--- src/verilog/asr_defs.svh ---
// Register offsets, codes and timing constants of the status register bank
// Included by the package user; holds definitions only
`ifndef ASR_DEFS_SVH
`define ASR_DEFS_SVH

`define ASR_ADDR_SETPOINT 16'h0001
`define ASR_ADDR_OVERRIDE 16'h0002
`define ASR_ADDR_COMMAND 16'h0003
`define ASR_ADDR_CATEGORY 16'h0004
`define ASR_ADDR_ABS_POS 16'h0006
`define ASR_ADDR_REL_FLOW 16'h0007
`define ASR_ADDR_ABS_FLOW 16'h0008
`define ASR_ADDR_SENSOR 16'h0009
`define ASR_ADDR_SERIAL1 16'h0065
`define ASR_ADDR_SERIAL2 16'h0066
`define ASR_ADDR_SERIAL4 16'h0067
`define ASR_ADDR_FIRMWARE 16'h0068
`define ASR_ADDR_STATUS 16'h0069
`define ASR_ADDR_FAIL_POS 16'h006D

`define ASR_CAT_NONE 16'h0000
`define ASR_CAT_PLAIN 16'h0001
`define ASR_CAT_FLOW 16'h0002
`define ASR_CAT_FIRE 16'h0003
`define ASR_FLOW_NA 16'hFFFF
`define ASR_FLOW_MAX 16'h2710
`define ASR_CMD_NONE 16'h0000
`define ASR_CMD_CLR_FAULT 16'h0004
`define ASR_FAIL_HOLD 16'h0000
`define ASR_FAIL_CLOSE 16'h0001
`define ASR_FAIL_OPEN 16'h0002

`define ASR_BIT_OVERUSE 0
`define ASR_BIT_SAFETY 4
`define ASR_BIT_ACTIVITY 8
`define ASR_BIT_GEAR 9
`define ASR_BIT_WATCHDOG 10
`define ASR_FAULT_KEEP 8'h11
`define ASR_FIRE_MASK 8'hF0
`define ASR_LOW_MASK 8'h07

`define ASR_CLK_HZ 40000000
`define ASR_WD_SEC 120
`define ASR_WD_CYCLES (64'(`ASR_WD_SEC) * 64'(`ASR_CLK_HZ))
`define ASR_FW_VERSION 16'h0065

`endif

--- src/verilog/asr_pkg.sv ---
// Types of the status register bank
// Used by the bank, the master model, the checker and the bench; no imports
package asr_pkg;

  typedef enum logic [1:0] {
    ASR_WD_OFF,
    ASR_WD_RUN,
    ASR_WD_TRIP
  } asr_wd_e;

  typedef struct packed {
    logic wr;
    logic rd;
    logic [15:0] addr;
    logic [15:0] wdata;
  } asr_req_s;

  typedef struct packed {
    logic [15:0] rel_flow;
    logic [15:0] abs_flow;
  } asr_flow_s;

endpackage

--- src/verilog/asr_regs.sv ---
// Status register bank of a damper actuator, holding-register view
// Assumes one access a cycle from a decoded serial-bus front end
`timescale 1ns/1ps
`default_nettype none
`include "asr_defs.svh"

module asr_regs #(
  parameter longint unsigned WD_CYCLES = `ASR_WD_CYCLES
) (
  // Clock and reset
  input wire logic clk_sys,
  input wire logic rst,
  // Register access
  input wire asr_pkg::asr_req_s req,
  output logic [15:0] rdata,
  output logic rvalid,
  // Actuator state
  input wire logic [1:0] category,
  input wire logic [15:0] abs_position,
  input wire asr_pkg::asr_flow_s flow,
  input wire logic [15:0] sensor_scaled,
  input wire logic [15:0] serial_part1,
  input wire logic [15:0] serial_part2,
  input wire logic [15:0] serial_part4,
  input wire logic [7:0] fault_events,
  input wire logic activity,
  input wire logic gear_released,
  // Actuator control
  output logic [15:0] setpoint,
  output logic [15:0] override_mode,
  output logic [15:0] command,
  output logic fail_close,
  output logic fail_open
);

  // ------------------------------------------------------------
  // Functions
  // ------------------------------------------------------------
  function automatic logic is_addr(input logic [15:0] a,
                                   input logic [15:0] ref_a);
    is_addr = (a == ref_a);
  endfunction

  function automatic logic is_cat(input logic [1:0] c,
                                  input logic [15:0] code);
    is_cat = ({14'h0000, c} == code);
  endfunction

  // ------------------------------------------------------------
  // Constants
  // ------------------------------------------------------------
  // Counter is 33 bits so that 120 s at 40 MHz fits
  localparam logic [32:0] WD_LAST = 33'(WD_CYCLES - 64'h1);

  // ------------------------------------------------------------
  // State
  // ------------------------------------------------------------
  logic [15:0] setpoint_ff, nxt_setpoint;
  logic [15:0] override_ff, nxt_override;
  logic [15:0] command_ff, nxt_command;
  logic [15:0] fail_pos_ff, nxt_fail_pos;
  logic [7:0] fault_ff, nxt_fault;
  logic [32:0] wd_cnt_ff, nxt_wd_cnt;
  asr_pkg::asr_wd_e wd_ff, nxt_wd;
  logic [15:0] rdata_ff, nxt_rdata;
  logic rvalid_ff, nxt_rvalid;
  logic fclose_ff, nxt_fclose;
  logic fopen_ff, nxt_fopen;
  logic wr_sp, wr_ov, wr_cmd, wr_fp;
  logic [7:0] fault_mask;
  logic [15:0] status_word;
  logic cat_flow;

  // ------------------------------------------------------------
  // Decode
  // ------------------------------------------------------------
  // Only these four addresses take a write
  assign wr_sp = req.wr && is_addr(req.addr, `ASR_ADDR_SETPOINT);
  assign wr_ov = req.wr && is_addr(req.addr, `ASR_ADDR_OVERRIDE);
  assign wr_cmd = req.wr && is_addr(req.addr, `ASR_ADDR_COMMAND);
  assign wr_fp = req.wr && is_addr(req.addr, `ASR_ADDR_FAIL_POS);
  assign cat_flow = is_cat(category, `ASR_CAT_FLOW);
  // Fire faults only for fire dampers, bit 3 never set
  always_comb
  begin
    fault_mask = `ASR_LOW_MASK;
    if (is_cat(category, `ASR_CAT_FIRE))
    begin
      fault_mask = fault_mask | `ASR_FIRE_MASK;
    end
  end

  // ------------------------------------------------------------
  // Writable registers and fault latch
  // ------------------------------------------------------------
  always_comb
  begin
    nxt_setpoint = setpoint_ff;
    nxt_override = override_ff;
    nxt_fail_pos = fail_pos_ff;
    nxt_command = `ASR_CMD_NONE;
    nxt_fault = fault_ff;
    if (wr_sp)
    begin
      nxt_setpoint = req.wdata;
    end
    if (wr_ov)
    begin
      nxt_override = req.wdata;
    end
    if (wr_fp)
    begin
      nxt_fail_pos = req.wdata;
    end
    if (wr_cmd)
    begin
      nxt_command = req.wdata;
    end
    if (wr_cmd && req.wdata == `ASR_CMD_CLR_FAULT)
    begin
      nxt_fault = fault_ff & `ASR_FAULT_KEEP;
    end
    // New events win over the clear
    nxt_fault = (nxt_fault | fault_events) & fault_mask;
  end

  always_ff @(posedge clk_sys or posedge rst)
  begin
    if (rst)
    begin
      setpoint_ff <= 16'h0000;
      override_ff <= 16'h0000;
      command_ff <= `ASR_CMD_NONE;
      fail_pos_ff <= `ASR_FAIL_HOLD;
      fault_ff <= 8'h00;
    end
    else
    begin
      setpoint_ff <= nxt_setpoint;
      override_ff <= nxt_override;
      command_ff <= nxt_command;
      fail_pos_ff <= nxt_fail_pos;
      fault_ff <= nxt_fault;
    end
  end

  // ------------------------------------------------------------
  // Bus watchdog
  // ------------------------------------------------------------
  always_comb
  begin
    nxt_wd = wd_ff;
    nxt_wd_cnt = wd_cnt_ff;
    nxt_fclose = 1'b0;
    nxt_fopen = 1'b0;
    case (wd_ff)
      asr_pkg::ASR_WD_OFF:
      begin
        nxt_wd_cnt = 33'h0;
        if (nxt_fail_pos != `ASR_FAIL_HOLD)
        begin
          nxt_wd = asr_pkg::ASR_WD_RUN;
        end
      end
      asr_pkg::ASR_WD_RUN:
      begin
        if (wr_sp || wr_ov)
        begin
          nxt_wd_cnt = 33'h0;
        end
        else if (wd_cnt_ff >= WD_LAST)
        begin
          nxt_wd = asr_pkg::ASR_WD_TRIP;
        end
        else
        begin
          nxt_wd_cnt = wd_cnt_ff + 33'h1;
        end
      end
      asr_pkg::ASR_WD_TRIP:
      begin
        if (wr_sp || wr_ov)
        begin
          nxt_wd = asr_pkg::ASR_WD_RUN;
          nxt_wd_cnt = 33'h0;
        end
      end
      default:
      begin
        nxt_wd = asr_pkg::ASR_WD_OFF;
      end
    endcase
    if (nxt_fail_pos == `ASR_FAIL_HOLD)
    begin
      nxt_wd = asr_pkg::ASR_WD_OFF;
    end
    if (nxt_wd == asr_pkg::ASR_WD_TRIP)
    begin
      nxt_fclose = (nxt_fail_pos == `ASR_FAIL_CLOSE);
      nxt_fopen = (nxt_fail_pos == `ASR_FAIL_OPEN);
    end
  end

  always_ff @(posedge clk_sys or posedge rst)
  begin
    if (rst)
    begin
      wd_ff <= asr_pkg::ASR_WD_OFF;
      wd_cnt_ff <= 33'h0;
      fclose_ff <= 1'b0;
      fopen_ff <= 1'b0;
    end
    else
    begin
      wd_ff <= nxt_wd;
      wd_cnt_ff <= nxt_wd_cnt;
      fclose_ff <= nxt_fclose;
      fopen_ff <= nxt_fopen;
    end
  end

  // ------------------------------------------------------------
  // Read path
  // ------------------------------------------------------------
  always_comb
  begin
    status_word = 16'h0000;
    status_word[7:0] = fault_ff;
    status_word[`ASR_BIT_ACTIVITY] = activity;
    status_word[`ASR_BIT_GEAR] = gear_released;
    status_word[`ASR_BIT_WATCHDOG] = (wd_ff == asr_pkg::ASR_WD_TRIP);
  end

  always_comb
  begin
    nxt_rvalid = req.rd;
    nxt_rdata = 16'h0000;
    if (req.rd)
    begin
      case (req.addr)
        `ASR_ADDR_SETPOINT: nxt_rdata = setpoint_ff;
        `ASR_ADDR_OVERRIDE: nxt_rdata = override_ff;
        `ASR_ADDR_COMMAND: nxt_rdata = command_ff;
        `ASR_ADDR_CATEGORY: nxt_rdata = {14'h0000, category};
        `ASR_ADDR_ABS_POS: nxt_rdata = abs_position;
        `ASR_ADDR_REL_FLOW:
          nxt_rdata = cat_flow ? flow.rel_flow : `ASR_FLOW_NA;
        `ASR_ADDR_ABS_FLOW:
          nxt_rdata = cat_flow ? flow.abs_flow : `ASR_FLOW_NA;
        `ASR_ADDR_SENSOR: nxt_rdata = sensor_scaled;
        `ASR_ADDR_SERIAL1: nxt_rdata = serial_part1;
        `ASR_ADDR_SERIAL2: nxt_rdata = serial_part2;
        `ASR_ADDR_SERIAL4: nxt_rdata = serial_part4;
        `ASR_ADDR_FIRMWARE: nxt_rdata = `ASR_FW_VERSION;
        `ASR_ADDR_STATUS: nxt_rdata = status_word;
        `ASR_ADDR_FAIL_POS: nxt_rdata = fail_pos_ff;
        default: nxt_rdata = 16'h0000;
      endcase
    end
  end

  always_ff @(posedge clk_sys or posedge rst)
  begin
    if (rst)
    begin
      rdata_ff <= 16'h0000;
      rvalid_ff <= 1'b0;
    end
    else
    begin
      rdata_ff <= nxt_rdata;
      rvalid_ff <= nxt_rvalid;
    end
  end

  // ------------------------------------------------------------
  // Outputs
  // ------------------------------------------------------------
  assign rdata = rdata_ff;
  assign rvalid = rvalid_ff;
  assign setpoint = setpoint_ff;
  assign override_mode = override_ff;
  assign command = command_ff;
  assign fail_close = fclose_ff;
  assign fail_open = fopen_ff;

endmodule // asr_regs

`default_nettype wire

--- config.mk ---
export PLATFORM = sky130hd
export DESIGN_NAME = asr_regs
export DESIGN_NICKNAME = d
export VERILOG_FILES = /design/src/verilog/asr_pkg.sv /design/src/verilog/asr_regs.sv
export VERILOG_INCLUDE_DIRS = /design/src /design/src/verilog
export SDC_FILE = /design/constraint.sdc
export NUM_CORES = 1
export LEC_CHECK = 0
export ABC_CLOCK_PERIOD_IN_PS = 10400
export BUFFER_PORTS_ARGS = -buffer_cell sky130_fd_sc_hd__buf_2
export CORE_MARGIN = 2
export CORE_UTILIZATION = 50
export DETAILED_ROUTE_END_ITERATION = 6
export GPL_ROUTABILITY_DRIVEN = 0
export PLACE_DENSITY_LB_ADDON = 0.25
export SLEW_MARGIN = 20
export SYNTH_ARGS = -nofsm -noshare
export SYNTH_HDL_FRONTEND = slang
export SYNTH_SLANG_ARGS = --single-unit
--- constraint.sdc ---
create_clock -name clk_sys -period 10.4 [get_ports clk_sys]
set_clock_uncertainty 0.05 [all_clocks]
set_input_delay 1.56 -clock clk_sys [delete_from_list [all_inputs] [get_ports clk_sys]]
set_output_delay 1.56 -clock clk_sys [all_outputs]
set_load 0.03 [all_outputs]
==> results.cfg, run 1 <==
[synth]
synth_seq_cells = 125
synth_fa_ha_area_share_pct = 0.1653
synth_top_area_cell = dfrtp_1
synth_top_family_by_area = simple AND/OR/NAND/NOR gates
syn_nets = 936
synth-simple-area-share_pct = 24.56
avgSynthCellArea_um2 = 9.767
synth_edf_count = 0
syn_inst = 775
yosysSeqAreaShare_pct = 41.32
synthMuxAreaShare_pct = 11.37
synth_ff_type = dfrtp_1
synth-xor-area-share_pct = 0.1157
netlist_area_um2 = 7570
synth_warnings = 0
synth_cell_types = 79
netlist_top_cells_area = dfrtp_1 41%, mux2_2 8.3%, and3_1 3.1%
synth_compound_area_share_pct = 18.94
synthArstFlopShare_pct = 100.0
yosys.area.top_type_share_pct = 41.32

[timing]
hold_viol = 0
period_minus_slack_ns = 4.208
relSlewSlack_pct = 24.87
worst_pin_slew_ns = 1.117
finalSetupTns_ns = 0
rsz0062_at_grt = no
setup_violations = 0
slew_viol_final = 0
hold_ws_ns = 0.4247
finalCritPeriodShare_pct = 40.46
max_freq_mhz = 237.6

[clock_network]
cts_hold_buffers = 0
cts_buffer_depth = 2
clk_latency_ns = 0.43
htreeDepth = 4
post_cts_buffers = 0
cts_sinks = 125
tritoncts = yes
cts-resized-gates = 0
root_buffer = clkbuf_16
cts_buffers = 17
path_clk_slew_ns = 0.06

[worst_setup_path]
crit_fanout = 37
start_kind = input pin
required_ns = 10.66
crit_buf_inv = 3
cpMaxStageDelayCell = o211ai_1
crit_arrival_ns = 4.47
max_stage_delay_ns = 0.73
timing.critical_path.mode_cell = buf_4
critical_path.top_delay_family = buffers and inverters
worstPathCellList = buf_2 > nor2b_2 > buf_4 > o21ai_2 > o211ai_1 > buf_4 > nor2_1 > mux2_2
path_depth = 8
endpoint_kind = flop
crit_type = input pin to flop
reg2reg_depth = 7

[drt]
drc = 0
wl_per_cell_um = 22.98
routed_wl_mm = 26.96
first_pass_iters = 6
via_count = 7755
drt_first_iter_violations = 1026
ant_nets = 0
via_per_inst = 6.611

[power]
p_per_area_nw_per_um2 = 124.5
p_leak_nw = 4.549
ir_drop_uv = 119.9

[global_route]
grt_pass1_vias = 7086
overflow = 0
antenna_found_initial = 2
track_usage_pct = 32.49
grt_pass1_wl_mm = 40.21
grt_max_degree = 87

[floorplanning]
rows = 44
dieArea_um2 = 16140
fp.coreArea_um2 = 14640
die_x_um = 127.0
initial_core_util_pct = 51.69
pin_count = 227
die_y_um = 127.0

[placement]
portBuffers = 225
hpwl_mm = 19.34

[status]
outcome = finished clean

[finish]
nFillCells = 1249
multi_input_area_um2 = 4178
layout-drive-gt1-share_pct = 36.51
regArea_um2 = 3128
syn2layout_area_growth_pct = 23.24
fin_nets = 1135

[hold_path]
hp-class = flop to flop
whs_path_depth = 1

[run]
drv_cap = 0
where the power goes:
group | leakage, nW | internal, mW | switching (mW)
registers | 1.73 | 0.487 | 0.000516
clock network | 0.288 | 0.347 | 0.244
logic | 2.53 | 0.0315 | 0.0512
cells in the mapped netlist, drive strengths merged, types with 8 or more instances:
cell type  number
dfrtp         125
a22o            9
mux2i           8
and3           37
mux2           66
nand3          44
inv             8
a21oi          18
or4            11
o21ai          34
nand2          48
a221oi         18
buf            23
nor2           62
nor4           18
a22oi          21
nand4          31
clkbuf         28
a31oi          18
o211ai         21
nor3           17
through the flow:
stage	cells	cell area [um^2]	power [mW]	util (%)	setup WS, ns
after global routing	1172	9326	1.192	63.69	6.030
after CTS	1170	9318	1.164	63.63	6.262
after global placement	1139	8740	0.5779	59.68	5.867
after floorplan	775	7570	0.5292	-	5.462
after detailed placement	1139	8740	0.5784	59.68	5.805
final	1173	9329	1.162	63.70	6.192
layer usage:
layer / global-route usage, % / vias up / wire length (um)
li1: - / 3449 / -
met1: 45.78 / 3728 / 11260
met2: 49.65 / 510 / 12180
met3: 6.616 / 68 / 2640
met4: 12.67 / 0 / 877
met5: 0 / - / 0
area by class of cell:
cell class	count	share of cell area, %
multi-input cells	591	44.78
flip-flops and latches	125	33.53
inverters	8	0.3487
clock buffers	19	4.855
clock inverters	12	1.341
diodes	3	0.08047
repair buffers	231	12.59
well taps	184	2.468
registers in the layout (all words and copies together) (netlist names):
register / flops
command: 16
fail_close: 1
fail_open: 1
fail_pos_ff: 16
fault_ff: 7
override_mode: 16
rdata: 16
rvalid: 1
setpoint: 16
wd_cnt_ff: 33
wd_ff: 2
worst paths after layout:
kind | startpoint | end | slack [ns]
max in group asynchronous | rst | rdata[6] | 8.00
worst max register to register | wd_cnt_ff[23] | wd_cnt_ff[11] | 7.28
min in group asynchronous | rst | wd_cnt_ff[15] | 1.12
worst max-delay path | req[16] | wd_cnt_ff[0] | 6.19
worst min-delay path | fault_ff[0] | fault_ff[0] | 0.42
worst min register to register | fault_ff[0] | fault_ff[0] | 0.42
cell usage in the layout (no fill, tap or decap), types with 5 or more instances in the layout:
cell,count
mux2i_1,8
a22o_1,9
o2bb2ai_1,5
or4_1,10
o211a_1,5
nor2_1,58
nand2b_1,5
nor4_2,5
nor4_1,12
nand2_1,46
buf_2,225
clkbuf_16,17
a41oi_1,7
a221oi_1,18
inv_1,7
buf_4,5
a22oi_1,21
o211ai_1,21
mux2_4,10
mux2_2,56
o22ai_1,7
o2111ai_1,6
o21ai_0,31
a211oi_1,6
a21oi_1,18
a31oi_1,18
nand3_1,41
and4_1,7
dfrtp_1,125
inv_6,7
and3_1,37
nand4_1,28
or3_1,7
nor3_1,12
cells by family after synthesis:
| kind of cell | count (synthesis) |
|---|---|
| multiplexers | 74 |
| AO/OA/AOI/OAI | 200 |
| adder cells (fa/ha/maj) | 1 |
| XOR/XNOR | 1 |
| buffers and inverters | 59 |
| AND/OR/NAND/NOR | 315 |
| flip-flops | 125 |
Note: power is estimated with default switching activity, not from simulation.
==> run 2: changes to the inputs <==
- ABC_AREA: unset -> 1
- ABC_CLOCK_PERIOD_IN_PS: 10400 -> 4150
- clock period: 10.4 -> 4.15 ns (I/O delays scaled with it)
==> results.cfg, run 2 <==
[synth]
synth_warnings = 0
syn_inst = 1233
netlist_area_um2 = 8038
synth_edf_count = 0
synth_ff_type = dfrtp_1
synth_top_area_cell = dfrtp_1
syn_nets = 1394
yosys.area.top_type_share_pct = 38.92
yosysSeqAreaShare_pct = 38.92
synth_seq_cells = 125
avgSynthCellArea_um2 = 6.519
synthArstFlopShare_pct = 100.0
yosys.cell_count.top_type = nand2_1
synth_cell_types = 37
yosys-top-cells-count = 376 x nand2_1, 230 x nor2_1, 135 x nand3_1, 125 x dfrtp_1, 112 x inv_1
netlist_top_cells_area = dfrtp_1 39%, nand2_1 18%, nor2_1 11%

[drt]
drc = 0
ant_nets = 0
via_count = 8931
routed_wl_mm = 27.32
first_pass_iters = 5
via_per_inst = 5.329
drt_first_iter_violations = 776
wl_per_cell_um = 16.30

[floorplanning]
dieArea_um2 = 17110
rows = 46
die_x_um = 130.8
initial_core_util_pct = 50.97
pin_count = 227
fp.coreArea_um2 = 15770
die_y_um = 130.8

[clock_network]
tritoncts = yes
root_buffer = clkbuf_16
path_clk_slew_ns = 0.05
clk_latency_ns = 0.42
post_cts_buffers = 0
cts_sinks = 125
cts_buffers = 17
cts_buffer_depth = 2
cts_hold_buffers = 0
htreeDepth = 4
cts-resized-gates = 0

[run]
drv_cap = 0

[global_route]
grt_pass1_vias = 7938
grt_pass1_wl_mm = 41.36
overflow = 0
antenna_found_initial = 1
grt_max_degree = 53
track_usage_pct = 31.97

[finish]
layout-drive-gt1-share_pct = 20.85
final_cell_mix = 376 x nand2_1, 230 x nor2_1, 225 x buf_2
syn2layout_area_growth_pct = 22.96
largest-register = wd_cnt_ff
largest_register_ffs = 33
fin_nets = 1606
mostFrequentLayoutCell = nand2_1

[power]
p_leak_nw = 5.358
ir_drop_uv = 271.8
p_per_area_nw_per_um2 = 283.6

[placement]
place_ws_ns = 0.8487
hpwl_mm = 20.96
portBuffers = 225

[worst_setup_path]
timing.rr.start = wd_cnt_ff[0]
cp-startpoint = req[20]
endpoint_kind = flop
crit_fanout = 34
crit_arrival_ns = 3.17
reg2reg_depth = 11
required_ns = 4.40
start_kind = input pin
crit_type = input pin to flop

[timing]
finalCritPeriodShare_pct = 70.24
setup_violations = 0
rsz0062_at_grt = no
period_minus_slack_ns = 2.915
finalSetupTns_ns = 0
slew_viol_final = 0
max_freq_mhz = 343.0
hold_viol = 0
layout_setup_ws_ns = 1.235
relSlewSlack_pct = 29.08
worst_pin_slew_ns = 1.061

[hold_path]
hp-class = input pin to async pin

[status]
outcome = finished clean
## run 2: cell count changes in the layout (fill, tap and decap cells not counted), sizes merged, moves of 19 or more
cell and delta:
nor3 +19, nand2 +333, o21ai +23, mux2 -66, a22oi -21, nor2 +175
inv +110, and3 -35, nand3 +96
## run 2: layout make-up
type,instances,area [um^2]
tap,216,270.3
clock buffer,21,480.5
inverter,124,467.9
fill,1563,5887
multi-input combinational,939,4227
clock inverter,11,81.33
antenna,2,5.005
timing repair buffer,238,1224
sequential,125,3128
## run 2: cells by family (layout without fill, tap and decap cells)
| kind of cell | count (synthesis) | after routing | synth area share [%] |
|---|---|---|---|
| AOI/OAI and AO/OA | 79 | 79 | 5.495 |
| adders and majority gates | 1 | 1 | 0.1556 |
| xor gates and xnor gates | 19 | 19 | 2.070 |
| DFF | 125 | 125 | 38.92 |
| and+or+nand+nor | 840 | 840 | 44.80 |
| buffers and inverters | 169 | 394 | 8.562 |
| other | 0 | 2 | 0 |
## run 2: through the flow
| stage | utilization [%] | hold slack (ns) | power [mW] | area [um^2] | std cells |
|---|---|---|---|---|---|
| 6_report | 62.67 | 0.2402 | 2.803 | 9883 | 1676 |
| 2_1_floorplan | - | 0.3896 | 1.303 | 8038 | 1233 |
| 3_5_place_dp | 59.08 | 0.4326 | 1.412 | 9316 | 1642 |
| 4_1_cts | 62.64 | 0.2626 | 2.810 | 9878 | 1674 |
| 3_3_place_gp | 59.08 | 0.4058 | 1.411 | 9316 | 1642 |
| 5_1_grt | 62.65 | 0.2917 | 2.885 | 9881 | 1675 |
## run 2: worst max-delay path, cell delays in order
cell     delay, ns
buf_2         0.10
nor2_1        0.15
nand2_1       0.34
nor3_2        0.34
nand3_2       0.15
nand2_4       0.25
inv_2         0.19
o21ai_4       0.47
nand2_4       0.33
nand2_1       0.14
nand2_1       0.06
## run 2: final timing paths
kind	to	slack [ns]
max	wd_cnt_ff[28]	1.23
min	override_mode[12]	0.24
max reg2reg	wd_cnt_ff[28]	1.89
min reg2reg	fail_pos_ff[10]	0.45
max in group asynchronous	setpoint[5]	2.81
min in group clk_sys	rvalid	0.31
## run 2: metal layers
metal	track usage (%)	up-vias	part of all wire [%]
met4	11.89	0	3.3
met5	0	-	0
li1	-	4365	-
met1	41.97	4038	41
met3	5.782	68	7.9
met2	53.22	460	48
## run 2: where the power goes
part           switching, mW  leakage [nW]  internal, mW
combinational          0.104          3.36        0.0644
sequential           0.00133          1.73          1.22
clock                  0.580         0.273         0.832
total                  0.685          5.36          2.12
